**src/cfg_line_pkg.sv**
```systemverilog
// ****************************************************************
// shared constants and types
// ****************************************************************
package cfg_line_pkg;

  // characters the line grammar cares about
  localparam logic [7:0] CHR_SEMI  = 8'h3B;
  localparam logic [7:0] CHR_COLON = 8'h3A;
  localparam logic [7:0] CHR_EQ    = 8'h3D;
  localparam logic [7:0] CHR_DOT   = 8'h2E;
  localparam logic [7:0] CHR_BAR   = 8'h7C;
  localparam logic [7:0] CHR_AMP   = 8'h26;
  localparam logic [7:0] CHR_LF    = 8'h0A;
  localparam logic [7:0] CHR_CR    = 8'h0D;
  localparam logic [7:0] CHR_SPACE = 8'h20;
  localparam logic [7:0] CHR_X     = 8'h78;

  // field widths in characters, character count saturation and bit-number limit
  localparam logic [2:0] IDX_CHARS = 3'h4;
  localparam logic [2:0] SUB_CHARS = 3'h2;
  localparam logic [2:0] BIT_CHARS = 3'h2;
  localparam logic [2:0] CNT_SAT   = 3'h7;
  localparam logic [6:0] BIT_LIMIT = 7'h20;

  // program-control object
  localparam logic [15:0] PROG_CTRL_INDEX = 16'h2300;
  localparam logic [7:0]  PROG_CTRL_SUB   = 8'h00;
  localparam logic [31:0] PROG_RUN_VALUE  = 32'h0000_0001;

  typedef enum logic [1:0] {
    OP_SET = 2'h0,
    OP_OR  = 2'h1,
    OP_AND = 2'h2,
    OP_BIT = 2'h3
  } od_op_t;

  typedef struct packed {
    logic [15:0] index;
    logic [7:0]  sub;
  } od_addr_t;

  typedef struct packed {
    od_addr_t    addr;
    logic [31:0] data;
  } od_wr_t;

  // ****************************************************************
  // arithmetic helpers
  // ****************************************************************
  function automatic logic [31:0] dec_acc(input logic [31:0] acc, input logic [3:0] d);
    logic [35:0] wide;
    wide = {4'h0, acc} * 36'd10 + {32'h0, d};
    return wide[31:0];
  endfunction

  function automatic logic [31:0] hex_acc(input logic [31:0] acc, input logic [3:0] d);
    return {acc[27:0], d};
  endfunction

  // read-modify-write result for the OR, AND and single-bit forms
  function automatic logic [31:0] apply_op(input logic [31:0] old, input od_op_t op,
                                           input logic [4:0] bitn, input logic [31:0] v);
    logic [31:0] r;
    r = old;
    case (op)
      OP_OR:   r = old | v;
      OP_AND:  r = old & v;
      OP_BIT:  r[bitn] = v[0];
      default: r = v;
    endcase
    return r;
  endfunction

endpackage

// ****************************************************************
// character classifier
// ****************************************************************
`timescale 1ns/10ps
module cfg_char_class (
  input  wire logic [7:0] chr_i,
  output wire logic       is_hex_o,
  output wire logic       is_dec_o,
  output wire logic [3:0] nibble_o
);
  wire logic is_dig = (chr_i >= 8'h30) && (chr_i <= 8'h39);
  wire logic is_up  = (chr_i >= 8'h41) && (chr_i <= 8'h46);
  wire logic is_low = (chr_i >= 8'h61) && (chr_i <= 8'h66);
  wire logic [7:0] dig_off = chr_i - 8'h30;
  wire logic [7:0] up_off  = chr_i - 8'h37;
  wire logic [7:0] low_off = chr_i - 8'h57;

  // both letter cases accepted for hex digits
  assign is_dec_o = is_dig;
  assign is_hex_o = is_dig || is_up || is_low;
  assign nibble_o = is_dig ? dig_off[3:0] : (is_up ? up_off[3:0] : low_off[3:0]);
endmodule

```
**src/cfg_line_interp.sv**
```systemverilog
`timescale 1ns/10ps
module cfg_line_interp
  import cfg_line_pkg::*;
(
  input  wire logic        clk_i,
  input  wire logic        sys_rst_i,
  output wire logic        restore_req_o,
  input  wire logic        restore_done_i,
  input  wire logic [7:0]  chr_i,
  input  wire logic        chr_valid_i,
  output wire logic        chr_ready_o,
  input  wire logic        file_end_i,
  output wire logic        od_rd_req_o,
  output wire od_addr_t    od_rd_addr_o,
  input  wire logic        od_rd_valid_i,
  input  wire logic [31:0] od_rdata_i,
  output wire logic        od_wr_valid_o,
  output wire od_wr_t      od_wr_o,
  input  wire logic        od_wr_ready_i,
  output wire logic        config_done_o,
  output wire logic        prog_start_o
);

  // ****************************************************************
  // state and storage
  // ****************************************************************
  typedef enum logic [3:0] {
    ST_RESTORE = 4'h0,
    ST_IDX     = 4'h1,
    ST_SUB     = 4'h3,
    ST_OP      = 4'h2,
    ST_VAL     = 4'h6,
    ST_READ    = 4'h7,
    ST_WRITE   = 4'h5,
    ST_BITNUM  = 4'h4,
    ST_SKIP    = 4'hC,
    ST_FINISH  = 4'hD,
    ST_DONE    = 4'hF
  } state_t;

  state_t      state_reg, state_next;
  logic [15:0] idx_reg, idx_next;
  logic [7:0]  sub_reg, sub_next;
  logic [6:0]  bit_reg, bit_next;
  od_op_t      op_reg, op_next;
  logic [31:0] val_reg, val_next;
  logic [31:0] wr_data_reg, wr_data_next;
  logic [2:0]  cnt_reg, cnt_next;
  logic        hex_mode_reg, hex_mode_next;
  logic        eof_reg, eof_next;
  logic        run_reg, run_next;
  logic        start_reg, start_next;
  logic        restored_reg;

  // ****************************************************************
  // character decode
  // ****************************************************************
  wire logic       is_hex;
  wire logic       is_dec;
  wire logic [3:0] nib;

  cfg_char_class u_class (
    .chr_i    (chr_i),
    .is_hex_o (is_hex),
    .is_dec_o (is_dec),
    .nibble_o (nib)
  );

  wire logic       parsing  = (state_reg == ST_IDX) || (state_reg == ST_SUB) || (state_reg == ST_OP) ||
                              (state_reg == ST_VAL) || (state_reg == ST_BITNUM) || (state_reg == ST_SKIP);
  wire logic       take     = chr_valid_i && parsing;
  wire logic       at_eof   = file_end_i && !chr_valid_i && parsing;
  wire logic       is_lf    = (chr_i == CHR_LF);
  wire logic [2:0] cnt_inc  = (cnt_reg == CNT_SAT) ? CNT_SAT : cnt_reg + 3'h1;
  // bit form accepts only 0 or 1; any value needs at least one digit
  wire logic       val_ok   = (cnt_reg != 3'h0) && ((op_reg != OP_BIT) || (val_reg <= 32'h1));
  wire logic       val_digit = hex_mode_reg ? is_hex : is_dec;
  wire logic       to_hex   = (chr_i == CHR_X) && !hex_mode_reg && (cnt_reg == 3'h1) && (val_reg == 32'h0);
  wire logic       prog_hit = (idx_reg == PROG_CTRL_INDEX) && (sub_reg == PROG_CTRL_SUB);

  // handshakes are combinational, data comes from flip-flops
  assign restore_req_o = (state_reg == ST_RESTORE);
  assign chr_ready_o   = parsing;
  assign od_rd_req_o   = (state_reg == ST_READ);
  assign od_rd_addr_o  = '{index: idx_reg, sub: sub_reg};
  assign od_wr_valid_o = (state_reg == ST_WRITE);
  assign od_wr_o       = '{addr: '{index: idx_reg, sub: sub_reg}, data: wr_data_reg};
  assign config_done_o = (state_reg == ST_DONE);
  assign prog_start_o  = start_reg;

  // ****************************************************************
  // line parser and sequencer
  // ****************************************************************
  always_comb begin
    state_next    = state_reg;
    idx_next      = idx_reg;
    sub_next      = sub_reg;
    bit_next      = bit_reg;
    op_next       = op_reg;
    val_next      = val_reg;
    wr_data_next  = wr_data_reg;
    cnt_next      = cnt_reg;
    hex_mode_next = hex_mode_reg;
    eof_next      = eof_reg;
    run_next      = run_reg;
    start_next    = 1'b0;
    case (state_reg)
      ST_RESTORE: begin
        if (restore_done_i) begin
          state_next = ST_IDX;
        end
      end
      ST_IDX: begin
        if (at_eof) begin
          state_next = ST_FINISH;
        end else if (take) begin
          if (cnt_reg == 3'h0 && is_lf) begin
            state_next = ST_IDX;
          end else if (cnt_reg == 3'h0 && chr_i == CHR_SEMI) begin
            state_next = ST_SKIP;
          end else if (cnt_reg == IDX_CHARS && chr_i == CHR_COLON) begin
            state_next = ST_SUB;
            cnt_next   = 3'h0;
          end else if (cnt_reg != IDX_CHARS && is_hex) begin
            idx_next = {idx_reg[11:0], nib};
            cnt_next = cnt_inc;
          end else begin
            state_next = is_lf ? ST_IDX : ST_SKIP;
            cnt_next   = 3'h0;
          end
        end
      end
      ST_SUB: begin
        if (at_eof) begin
          state_next = ST_FINISH;
        end else if (take) begin
          if (cnt_reg != SUB_CHARS && is_hex) begin
            sub_next = {sub_reg[3:0], nib};
            cnt_next = cnt_inc;
          end else if (cnt_reg == SUB_CHARS && chr_i == CHR_DOT) begin
            state_next = ST_BITNUM;
            cnt_next   = 3'h0;
            op_next    = OP_BIT;
          end else if (cnt_reg == SUB_CHARS && chr_i == CHR_EQ) begin
            state_next = ST_VAL;
            cnt_next   = 3'h0;
            op_next    = OP_SET;
          end else if (cnt_reg == SUB_CHARS && (chr_i == CHR_BAR || chr_i == CHR_AMP)) begin
            state_next = ST_OP;
            op_next    = (chr_i == CHR_BAR) ? OP_OR : OP_AND;
          end else begin
            state_next = is_lf ? ST_IDX : ST_SKIP;
            cnt_next   = 3'h0;
          end
        end
      end
      ST_BITNUM: begin
        if (at_eof) begin
          state_next = ST_FINISH;
        end else if (take) begin
          if (cnt_reg != BIT_CHARS && is_dec) begin
            bit_next = 7'(bit_reg * 7'd10 + {3'h0, nib});
            cnt_next = cnt_inc;
          end else if (cnt_reg == BIT_CHARS && chr_i == CHR_EQ && bit_reg < BIT_LIMIT) begin
            state_next = ST_VAL;
            cnt_next   = 3'h0;
          end else begin
            state_next = is_lf ? ST_IDX : ST_SKIP;
            cnt_next   = 3'h0;
          end
        end
      end
      ST_OP: begin
        if (at_eof) begin
          state_next = ST_FINISH;
        end else if (take) begin
          state_next = (chr_i == CHR_EQ) ? ST_VAL : (is_lf ? ST_IDX : ST_SKIP);
          cnt_next   = 3'h0;
        end
      end
      ST_VAL: begin
        if ((at_eof || (take && is_lf)) && val_ok) begin
          // set form needs no read; others read the object first
          state_next   = (op_reg == OP_SET) ? ST_WRITE : ST_READ;
          wr_data_next = val_reg;
          eof_next     = at_eof;
        end else if (at_eof) begin
          state_next = ST_FINISH;
        end else if (take) begin
          if (is_lf) begin
            state_next = ST_IDX;
            cnt_next   = 3'h0;
          end else if (chr_i == CHR_CR) begin
            state_next = ST_VAL; // tolerate cr-lf line ends
          end else if (to_hex) begin
            hex_mode_next = 1'b1;
            cnt_next      = 3'h0;
          end else if (val_digit) begin
            val_next = hex_mode_reg ? hex_acc(val_reg, nib) : dec_acc(val_reg, nib);
            cnt_next = cnt_inc;
          end else begin
            state_next = ST_SKIP;
            cnt_next   = 3'h0;
          end
        end
      end
      ST_READ: begin
        if (od_rd_valid_i) begin
          state_next   = ST_WRITE;
          wr_data_next = apply_op(od_rdata_i, op_reg, bit_reg[4:0], val_reg);
        end
      end
      ST_WRITE: begin
        // one write completes before the next line is read
        if (od_wr_ready_i) begin
          state_next = eof_reg ? ST_FINISH : ST_IDX;
          cnt_next   = 3'h0;
          if (prog_hit) begin
            run_next = (wr_data_reg == PROG_RUN_VALUE);
          end
        end
      end
      ST_SKIP: begin
        if (at_eof) begin
          state_next = ST_FINISH;
        end else if (take && is_lf) begin
          state_next = ST_IDX;
          cnt_next   = 3'h0;
        end
      end
      ST_FINISH: begin
        state_next = ST_DONE;
        start_next = run_reg;
      end
      default: begin
        state_next = ST_DONE;
      end
    endcase
    // every new line starts with clean fields
    if (state_next == ST_IDX && state_reg != ST_IDX) begin
      idx_next      = 16'h0;
      sub_next      = 8'h0;
      bit_next      = 7'h0;
      val_next      = 32'h0;
      hex_mode_next = 1'b0;
    end
  end

  // ****************************************************************
  // registers
  // ****************************************************************
  always_ff @(posedge clk_i) begin
    if (sys_rst_i) begin
      state_reg    <= ST_RESTORE;
      idx_reg      <= 16'h0;
      sub_reg      <= 8'h0;
      bit_reg      <= 7'h0;
      op_reg       <= OP_SET;
      val_reg      <= 32'h0;
      wr_data_reg  <= 32'h0;
      cnt_reg      <= 3'h0;
      hex_mode_reg <= 1'b0;
      eof_reg      <= 1'b0;
      run_reg      <= 1'b0;
      start_reg    <= 1'b0;
    end else begin
      state_reg    <= state_next;
      idx_reg      <= idx_next;
      sub_reg      <= sub_next;
      bit_reg      <= bit_next;
      op_reg       <= op_next;
      val_reg      <= val_next;
      wr_data_reg  <= wr_data_next;
      cnt_reg      <= cnt_next;
      hex_mode_reg <= hex_mode_next;
      eof_reg      <= eof_next;
      run_reg      <= run_next;
      start_reg    <= start_next;
    end
  end

  // helper for the ordering check
  always_ff @(posedge clk_i) begin
    if (sys_rst_i) begin
      restored_reg <= 1'b0;
    end else if (state_reg == ST_RESTORE && restore_done_i) begin
      restored_reg <= 1'b1;
    end
  end
endmodule

```
**config.mk**
```make
export PLATFORM = sky130hd
export DESIGN_NAME = cfg_line_interp
export DESIGN_NICKNAME = d
export VERILOG_FILES = /design/src/cfg_line_pkg.sv /design/src/cfg_line_interp.sv
export SDC_FILE = /design/constraint.sdc
export NUM_CORES = 1
export LEC_CHECK = 0
export BUFFER_PORTS_ARGS = -buffer_cell sky130_fd_sc_hd__buf_4
export CAP_MARGIN = 20
export CELL_PAD_IN_SITES_DETAIL_PLACEMENT = 1
export CELL_PAD_IN_SITES_GLOBAL_PLACEMENT = 1
export CORE_AREA = 2 2 153 155
export CTS_BUF_LIST = sky130_fd_sc_hd__clkbuf_8
export CTS_CLUSTER_SIZE = 12
export DETAILED_ROUTE_END_ITERATION = 10
export DIE_AREA = 0 0 155 157
export GPL_ROUTABILITY_DRIVEN = 0
export PLACE_DENSITY = 0.85
export SYNTH_ARGS = -nofsm -noshare
export SYNTH_HDL_FRONTEND = slang
export SYNTH_HIERARCHICAL = 1
export SYNTH_SLANG_ARGS = --single-unit
export TNS_END_PERCENT = 100
```
**constraint.sdc**
```tcl
create_clock -name clk_i -period 5.25 [get_ports clk_i]
set_clock_uncertainty 0.05 [all_clocks]
set_input_delay 1.05 -clock clk_i [delete_from_list [all_inputs] [get_ports clk_i]]
set_output_delay 1.05 -clock clk_i [all_outputs]
set_load 0.05 [all_outputs]
```
==> run summary, run 1 <==
outcome -> completed
CP Cell Sequence -> buf_4 -> inv_1 -> ha_1 -> o21bai_4 -> a21oi_4 -> mux2_4 -> ha_1 -> inv_1 -> fa_1 -> nor2b_1 -> o21ai_0 -> nor3_1 -> nand3_1 -> nor4_4 -> nand3_2 -> nor4_2 -> nand4_1 -> or4b_1 -> a31oi_1
Max Freq -> 203.9 MHz
Tmin final -> 4.903 ns
vias in the first global route -> 10110
die area -> 24340 um2
core area -> 22500 um2
CP endpoint kind -> register
CP max FO -> 9
Min-Delay Path Class -> register to register
distinct cell type count after synthesis -> 92
relative slew slack -> 28.86%
VDD IR max -> 0.09614 mV
H-tree levels -> 3
RSZ-0062 raised after global routing -> no
most common cell in the netlist -> nor2_1
row count -> 55
leak pwr -> 4.317 nW
Slowest-stage cell, CP -> or4b_1
DRT Pass-1 Iters -> 5
Syn Nets -> 1472
drt total wl -> 33.04 mm
Finished Cell Area -> 11070 um2
Commonest cells post-synth -> 176 x nor2_1, 146 x a21oi_1, 128 x nand2_1
initial antenna violation count -> 0
layout cells sized above 1 -> 14.53%
Crit path required time -> 5.54 ns
DR vias/cell -> 6.086
vias post-DR -> 10370
first-pass GRT wire length -> 53.79 mm
Buffers on Ports -> 132
Area contributors post-synth -> dfxtp_1 22%, ha_1 9.2%, a21oi_1 7.4%
CTS tree -> yes
Yosys warning total -> 6
Worst Max-Slew Pin Slew -> 1.052 ns
hpwl dp -> 25.37 mm
leading register cell type out of synthesis -> dfxtp_1
Worst path max stage delay -> 0.53 ns
Slew Limit Fails -> 0
CTS max path bufs -> 2
Total GRT Usage -> 27.07%
Pwr Density -> 156.1 nW/um2
Worst setup SP type -> primary input
Final period util -> 93.40%
CTS Root Buffer Type -> clkbuf_8
final setup violation count -> 0
critical path class -> primary input to register
CTS Buf Count -> 9
Fin. Hold Viols -> 0
crit path DAT -> 5.19 ns
Initial Util -> 43.64%
FFs w/ async S/R, synth -> 0%
Die Y -> 157 um
Antenna Nets Post-Route -> 0
Post-layout nets -> 1536
area delta synth->final -> 12.77%
cell area after synthesis -> 9821 um2
Seq/Total Area, Yosys -> 22.02%
grt total ovfl -> 0
Post-Syn Instances -> 1349
Iter 0 DRT Violations -> 506
largest net degree at the start of global routing -> 65
syn_area_per_cell -> 7.280 um2
top cell type's share of synthesized area -> 22.02%
worst skew pair latency -> 0.41 ns
DP Area -> 10820 um2
Synth area leader -> dfxtp_1
Top Ports -> 133
max-cap violations -> 0
setup ws final -> 0.3467 ns
average wire per standard cell -> 19.40 um
clock-pin slew on the worst setup and hold paths -> 0.12 ns
Chip Width -> 155 um
# DRC -> 0
Place WS -> -0.007851 ns
ant diodes -> 0
clock sinks -> 108
number of flops mapped to enable cells by yosys -> 0
Yosys reg bits -> 108
==> power breakdown <==
| group | total [mW] | switching [mW] | leakage [nW] | internal, mW |
|---|---|---|---|---|
| clock network | 0.531 | 0.342 | 0.102 | 0.189 |
| logic | 0.341 | 0.221 | 3.34 | 0.120 |
| registers | 0.856 | 0.0310 | 0.870 | 0.825 |
| total | 1.73 | 0.594 | 4.32 | 1.13 |
==> final cells by class <==
type | instances | area [um2]
inverters | 58 | 217.7
multi-input cells | 1088 | 6978
flip-flops and latches | 108 | 2163
fillers | 2871 | 11430
repair buffers | 148 | 1156
clock buffers | 9 | 123.9
clock inverters | 7 | 78.83
well taps | 285 | 356.6
==> metal layers <==
metal	global-route usage (%)	routed length [um]	up-vias
met4	7.937	614	0
li1	-	-	4991
met1	37.42	15370	5054
met3	2.808	1518	42
met5	0	0	-
met2	44.68	15540	278
==> path summary, 6_finish.rpt <==
| path | start | endpoint | slack, ns | cells after the start |
|---|---|---|---|---|
| worst max-delay path | chr_i[1] | val_reg[31] | 0.35 | 19 |
| worst min-delay path | run_reg | prog_start_o | 0.44 | 2 |
| worst max register to register | val_reg[1] | val_reg[31] | 0.55 | 14 |
| worst min register to register | run_reg | prog_start_o | 0.44 | 2 |
==> critical path, delay by kind of cell <==
family / cells / cell delay [ns]
multiplexers: 1 / 0.22
adder cells (fa/ha/maj): 3 / 0.79
buffers and inverters: 3 / 0.28
AND/OR/NAND/NOR: 8 / 2.26
AO/OA/AOI/OAI: 4 / 0.57
==> placed cells by master (no fill, tap or decap), types with 17 or more instances in the layout <==
master and instances:
nand2b_1 17, mux2i_1 39, a31oi_1 21, nand2_1 128, nor3_1 26, a211oi_1 44, o21ai_0 104, dfxtp_1 107
nor4_1 22, a21oi_1 146, xor2_1 22, nand4_1 18, nor2b_1 17, ha_1 72, nand3_1 27, inv_1 58
nor2_1 176, buf_4 145, xnor2_1 29
==> metrics by stage <==
step / power [mW] / std cells / hold WS (ns) / utilization [%] / TNS [ns]
6_report: 1.728 / 1703 / 0.4351 / 49.21 / 0
5_1_grt: 1.805 / 1703 / 0.4494 / 49.21 / 0
4_1_cts: 1.731 / 1701 / 0.4422 / 48.97 / 0
3_5_place_dp: 1.211 / 1685 / 0.4352 / 48.07 / -0.007851
3_3_place_gp: 1.204 / 1685 / 0.4051 / 48.07 / 0
2_1_floorplan: 1.091 / 1349 / 0.3828 / - / 0
==> logic make-up after synthesis <==
kind of cell    after synthesis  synth area share [%]
compound gates              414                 26.53
xor+xnor                     52                 4.714
fa+ha+maj                    76                 9.989
buf+inv                     153                 7.007
flops                       108                 22.02
mux                          41                 4.242
simple gates                505                 25.51
==> repair_timing <==
item / in CTS / in global routing
endpoints found under the setup margin: 0 / 1
gates resized for setup: 0 / 1
hold endpoints to repair: 0 / 0
setup buffers: 0 / 0
hold buffers: 0 / 0
Power figures use the tool's default switching activity.
==> run 2, diff against run 1 <==
--- a/config.mk
+++ b/config.mk
@@ -5,15 +5,16 @@
 export SDC_FILE = /design/constraint.sdc
 export NUM_CORES = 1
 export LEC_CHECK = 0
+export ABC_AREA = 1
 export BUFFER_PORTS_ARGS = -buffer_cell sky130_fd_sc_hd__buf_4
 export CAP_MARGIN = 20
 export CELL_PAD_IN_SITES_DETAIL_PLACEMENT = 1
 export CELL_PAD_IN_SITES_GLOBAL_PLACEMENT = 1
-export CORE_AREA = 2 2 153 155
+export CORE_AREA = 2 2 165 167
 export CTS_BUF_LIST = sky130_fd_sc_hd__clkbuf_8
 export CTS_CLUSTER_SIZE = 12
 export DETAILED_ROUTE_END_ITERATION = 10
-export DIE_AREA = 0 0 155 157
+export DIE_AREA = 0 0 167 169
 export GPL_ROUTABILITY_DRIVEN = 0
 export PLACE_DENSITY = 0.85
 export SYNTH_ARGS = -nofsm -noshare
==> run summary, run 2 <==
hold_buf cts -> 0
clock-pin slew on the worst setup and hold paths -> 0.12 ns
distinct cell type count after synthesis -> 49
FFs w/ async S/R, synth -> 0%
row count -> 60
max-cap violations -> 0
RR Startpoint -> val_reg[2]
leak pwr -> 5.816 nW
top cell type's share of synthesized area -> 19.75%
Area contributors post-synth -> dfxtp_1 20%, nand2_1 17%, nor2_1 8.6%
setup_tns -> 0 ns
Final period util -> 77.89%
worst skew pair latency -> 0.41 ns
Hold Path Stages -> 2
Post-Syn Instances -> 1838
Crit path required time -> 5.45 ns
H-tree levels -> 3
Crit. Startpoint -> chr_i[1]
largest net degree at the start of global routing -> 65
area delta synth->final -> 11.07%
leading register cell type out of synthesis -> dfxtp_1
Place WS -> 0.8136 ns
first-pass GRT wire length -> 63.88 mm
DRT Pass-1 Iters -> 5
Chip Width -> 167 um
Storage cell area -> 2162 um2
relative slew slack -> 29.75%
Yosys warning total -> 6
initial antenna violation count -> 1
Hold Slack -> 0.4132 ns
final setup violation count -> 0
crit path DAT -> 4.29 ns
core area -> 26500 um2
Top Ports -> 133
Max Freq -> 244.5 MHz
critical path class -> primary input to register
most common cell in the netlist -> nand2_1
# DRC -> 0
hpwl dp -> 31.17 mm
RSZ-0062 raised after global routing -> no
Worst Hold Path EP -> prog_start_o
Finished Cell Area -> 12160 um2
post-CTS setup repair buffer count -> 0
CP endpoint kind -> register
Yosys reg bits -> 108
Initial Util -> 41.30%
drt total wl -> 39.23 mm
post_cts resized -> 0
Layout fillers -> 3780
Fin. Hold Viols -> 0
Slew Limit Fails -> 0
Buffers on Ports -> 132
vias post-DR -> 12540
number of flops mapped to enable cells by yosys -> 0
layout cells sized above 1 -> 12.69%
Total GRT Usage -> 27.34%
reg2reg end -> val_reg[27]
Min-Delay Path Class -> register to register
CP max FO -> 9
VDD IR max -> 0.2025 mV
syn_area_per_cell -> 5.955 um2
Die Y -> 169 um
Post-layout nets -> 2033
commonest cells after routing, fill and taps aside -> 485 x nand2_1, 251 x nor2_1, 221 x inv_1
Worst Max-Slew Pin Slew -> 1.053 ns
Worst Min Path Start -> run_reg
outcome -> completed
DR vias/cell -> 5.558
grt total ovfl -> 0
cell area after synthesis -> 10950 um2
die area -> 28220 um2
CTS Root Buffer Type -> clkbuf_8
setup ws final -> 1.161 ns
R2R Setup Slk -> 1.32 ns
Tmin final -> 4.089 ns
CTS max path bufs -> 2
Syn Nets -> 1961
average wire per standard cell -> 17.39 um
Pwr Density -> 191.0 nW/um2
fin cells -> 2256
vias in the first global route -> 12680
Synth area leader -> dfxtp_1
DP Area -> 11960 um2
Worst setup SP type -> primary input
dpl cells -> 2240
ant diodes -> 0
Commonest cells post-synth -> 485 x nand2_1, 251 x nor2_1, 221 x inv_1
clock sinks -> 108
Antenna Nets Post-Route -> 0
Multi-input gate area -> 7430 um2
CTS tree -> yes
Iter 0 DRT Violations -> 686
commonest non-fill, non-tap cell in the layout -> nand2_1
CTS Buf Count -> 9
Seq/Total Area, Yosys -> 19.75%
Reg2Reg Depth -> 20
[run 2: cell types whose count changed after synthesis, moves of 18 or more]
cell and change:
nand2_1 +357, inv_1 +163, nand3_1 +98, a21oi_1 -77, nor2_1 +75, mux2i_1 -34
nand4_1 +32, a21oi_2 +25, xnor2_1 -19, a31oi_1 -18
[run 2: area by class of cell]
type / count / area share, %
timing repair buffer: 138 / 8.522
sequential: 108 / 17.79
clock inverter: 7 / 0.6381
clock buffer: 9 / 1.019
multi-input combinational: 1413 / 61.12
tap: 341 / 3.510
inverter: 240 / 7.410
[run 2: report_power, final]
| part | switching (mW) | internal (mW) | total (mW) |
|---|---|---|---|
| Combinational | 0.651 | 0.232 | 0.882 |
| Sequential | 0.0418 | 0.847 | 0.889 |
| Clock | 0.360 | 0.191 | 0.550 |
[run 2: how the worst max path moves through the flow]
| stage | end | slack, ns | cells after the start |
|---|---|---|---|
| finish | val_reg[23] | 1.16 | 25 |
| detailed placement | val_reg[23] | 0.81 | 25 |
| CTS | val_reg[23] | 1.22 | 25 |
| floorplan | val_reg[23] | 1.53 | 24 |
| global placement | val_reg[23] | 1.02 | 25 |
| global route | val_reg[23] | 0.83 | 25 |
[run 2: stage by stage]
stage	power (mW)	util, %
after CTS	2.318	45.87
final	2.321	45.87
after global routing	2.441	45.87
after detailed placement	1.773	45.11
after floorplan	1.595	-
after global placement	1.758	45.11
[run 2: kinds of logic after synthesis]
kind of cell | synth area share, %
buffers and inverters | 12.41
multiplexers | 0.4573
adder cells (fa/ha/maj) | 8.962
AND/OR/NAND/NOR | 39.94
XOR/XNOR | 2.240
AO/OA/AOI/OAI | 16.23
flip-flops | 19.75
[run 2: metal layers]
layer / part of all wire (%) / routed length (um) / vias to the layer above / GRT usage [%]
li1: - / - / 6158 / -
met1: 44 / 17160 / 5961 / 33.68
met2: 49 / 19240 / 343 / 49.56
met3: 4.3 / 1700 / 77 / 2.993
met4: 2.9 / 1125 / 0 / 9.108
met5: 0 / 0 / - / 0
[run 2: worst max-delay path, cell delays in order]
cell,delay (ns)
buf_4,0.14
inv_1,0.07
ha_1,0.20
nand2_2,0.09
nand3_4,0.11
nand2_4,0.10
nand2_1,0.06
nand2_1,0.18
ha_1,0.22
inv_1,0.06
fa_1,0.41
o21ai_0,0.18
nand2_1,0.16
inv_1,0.13
nand2_1,0.08
nor2_1,0.19
nand3_1,0.16
nor2_1,0.17
nand2_1,0.11
nor2_1,0.11
nand2_1,0.06
nand2_1,0.06
nand2_1,0.04
nand2_1,0.07
a21oi_1,0.06
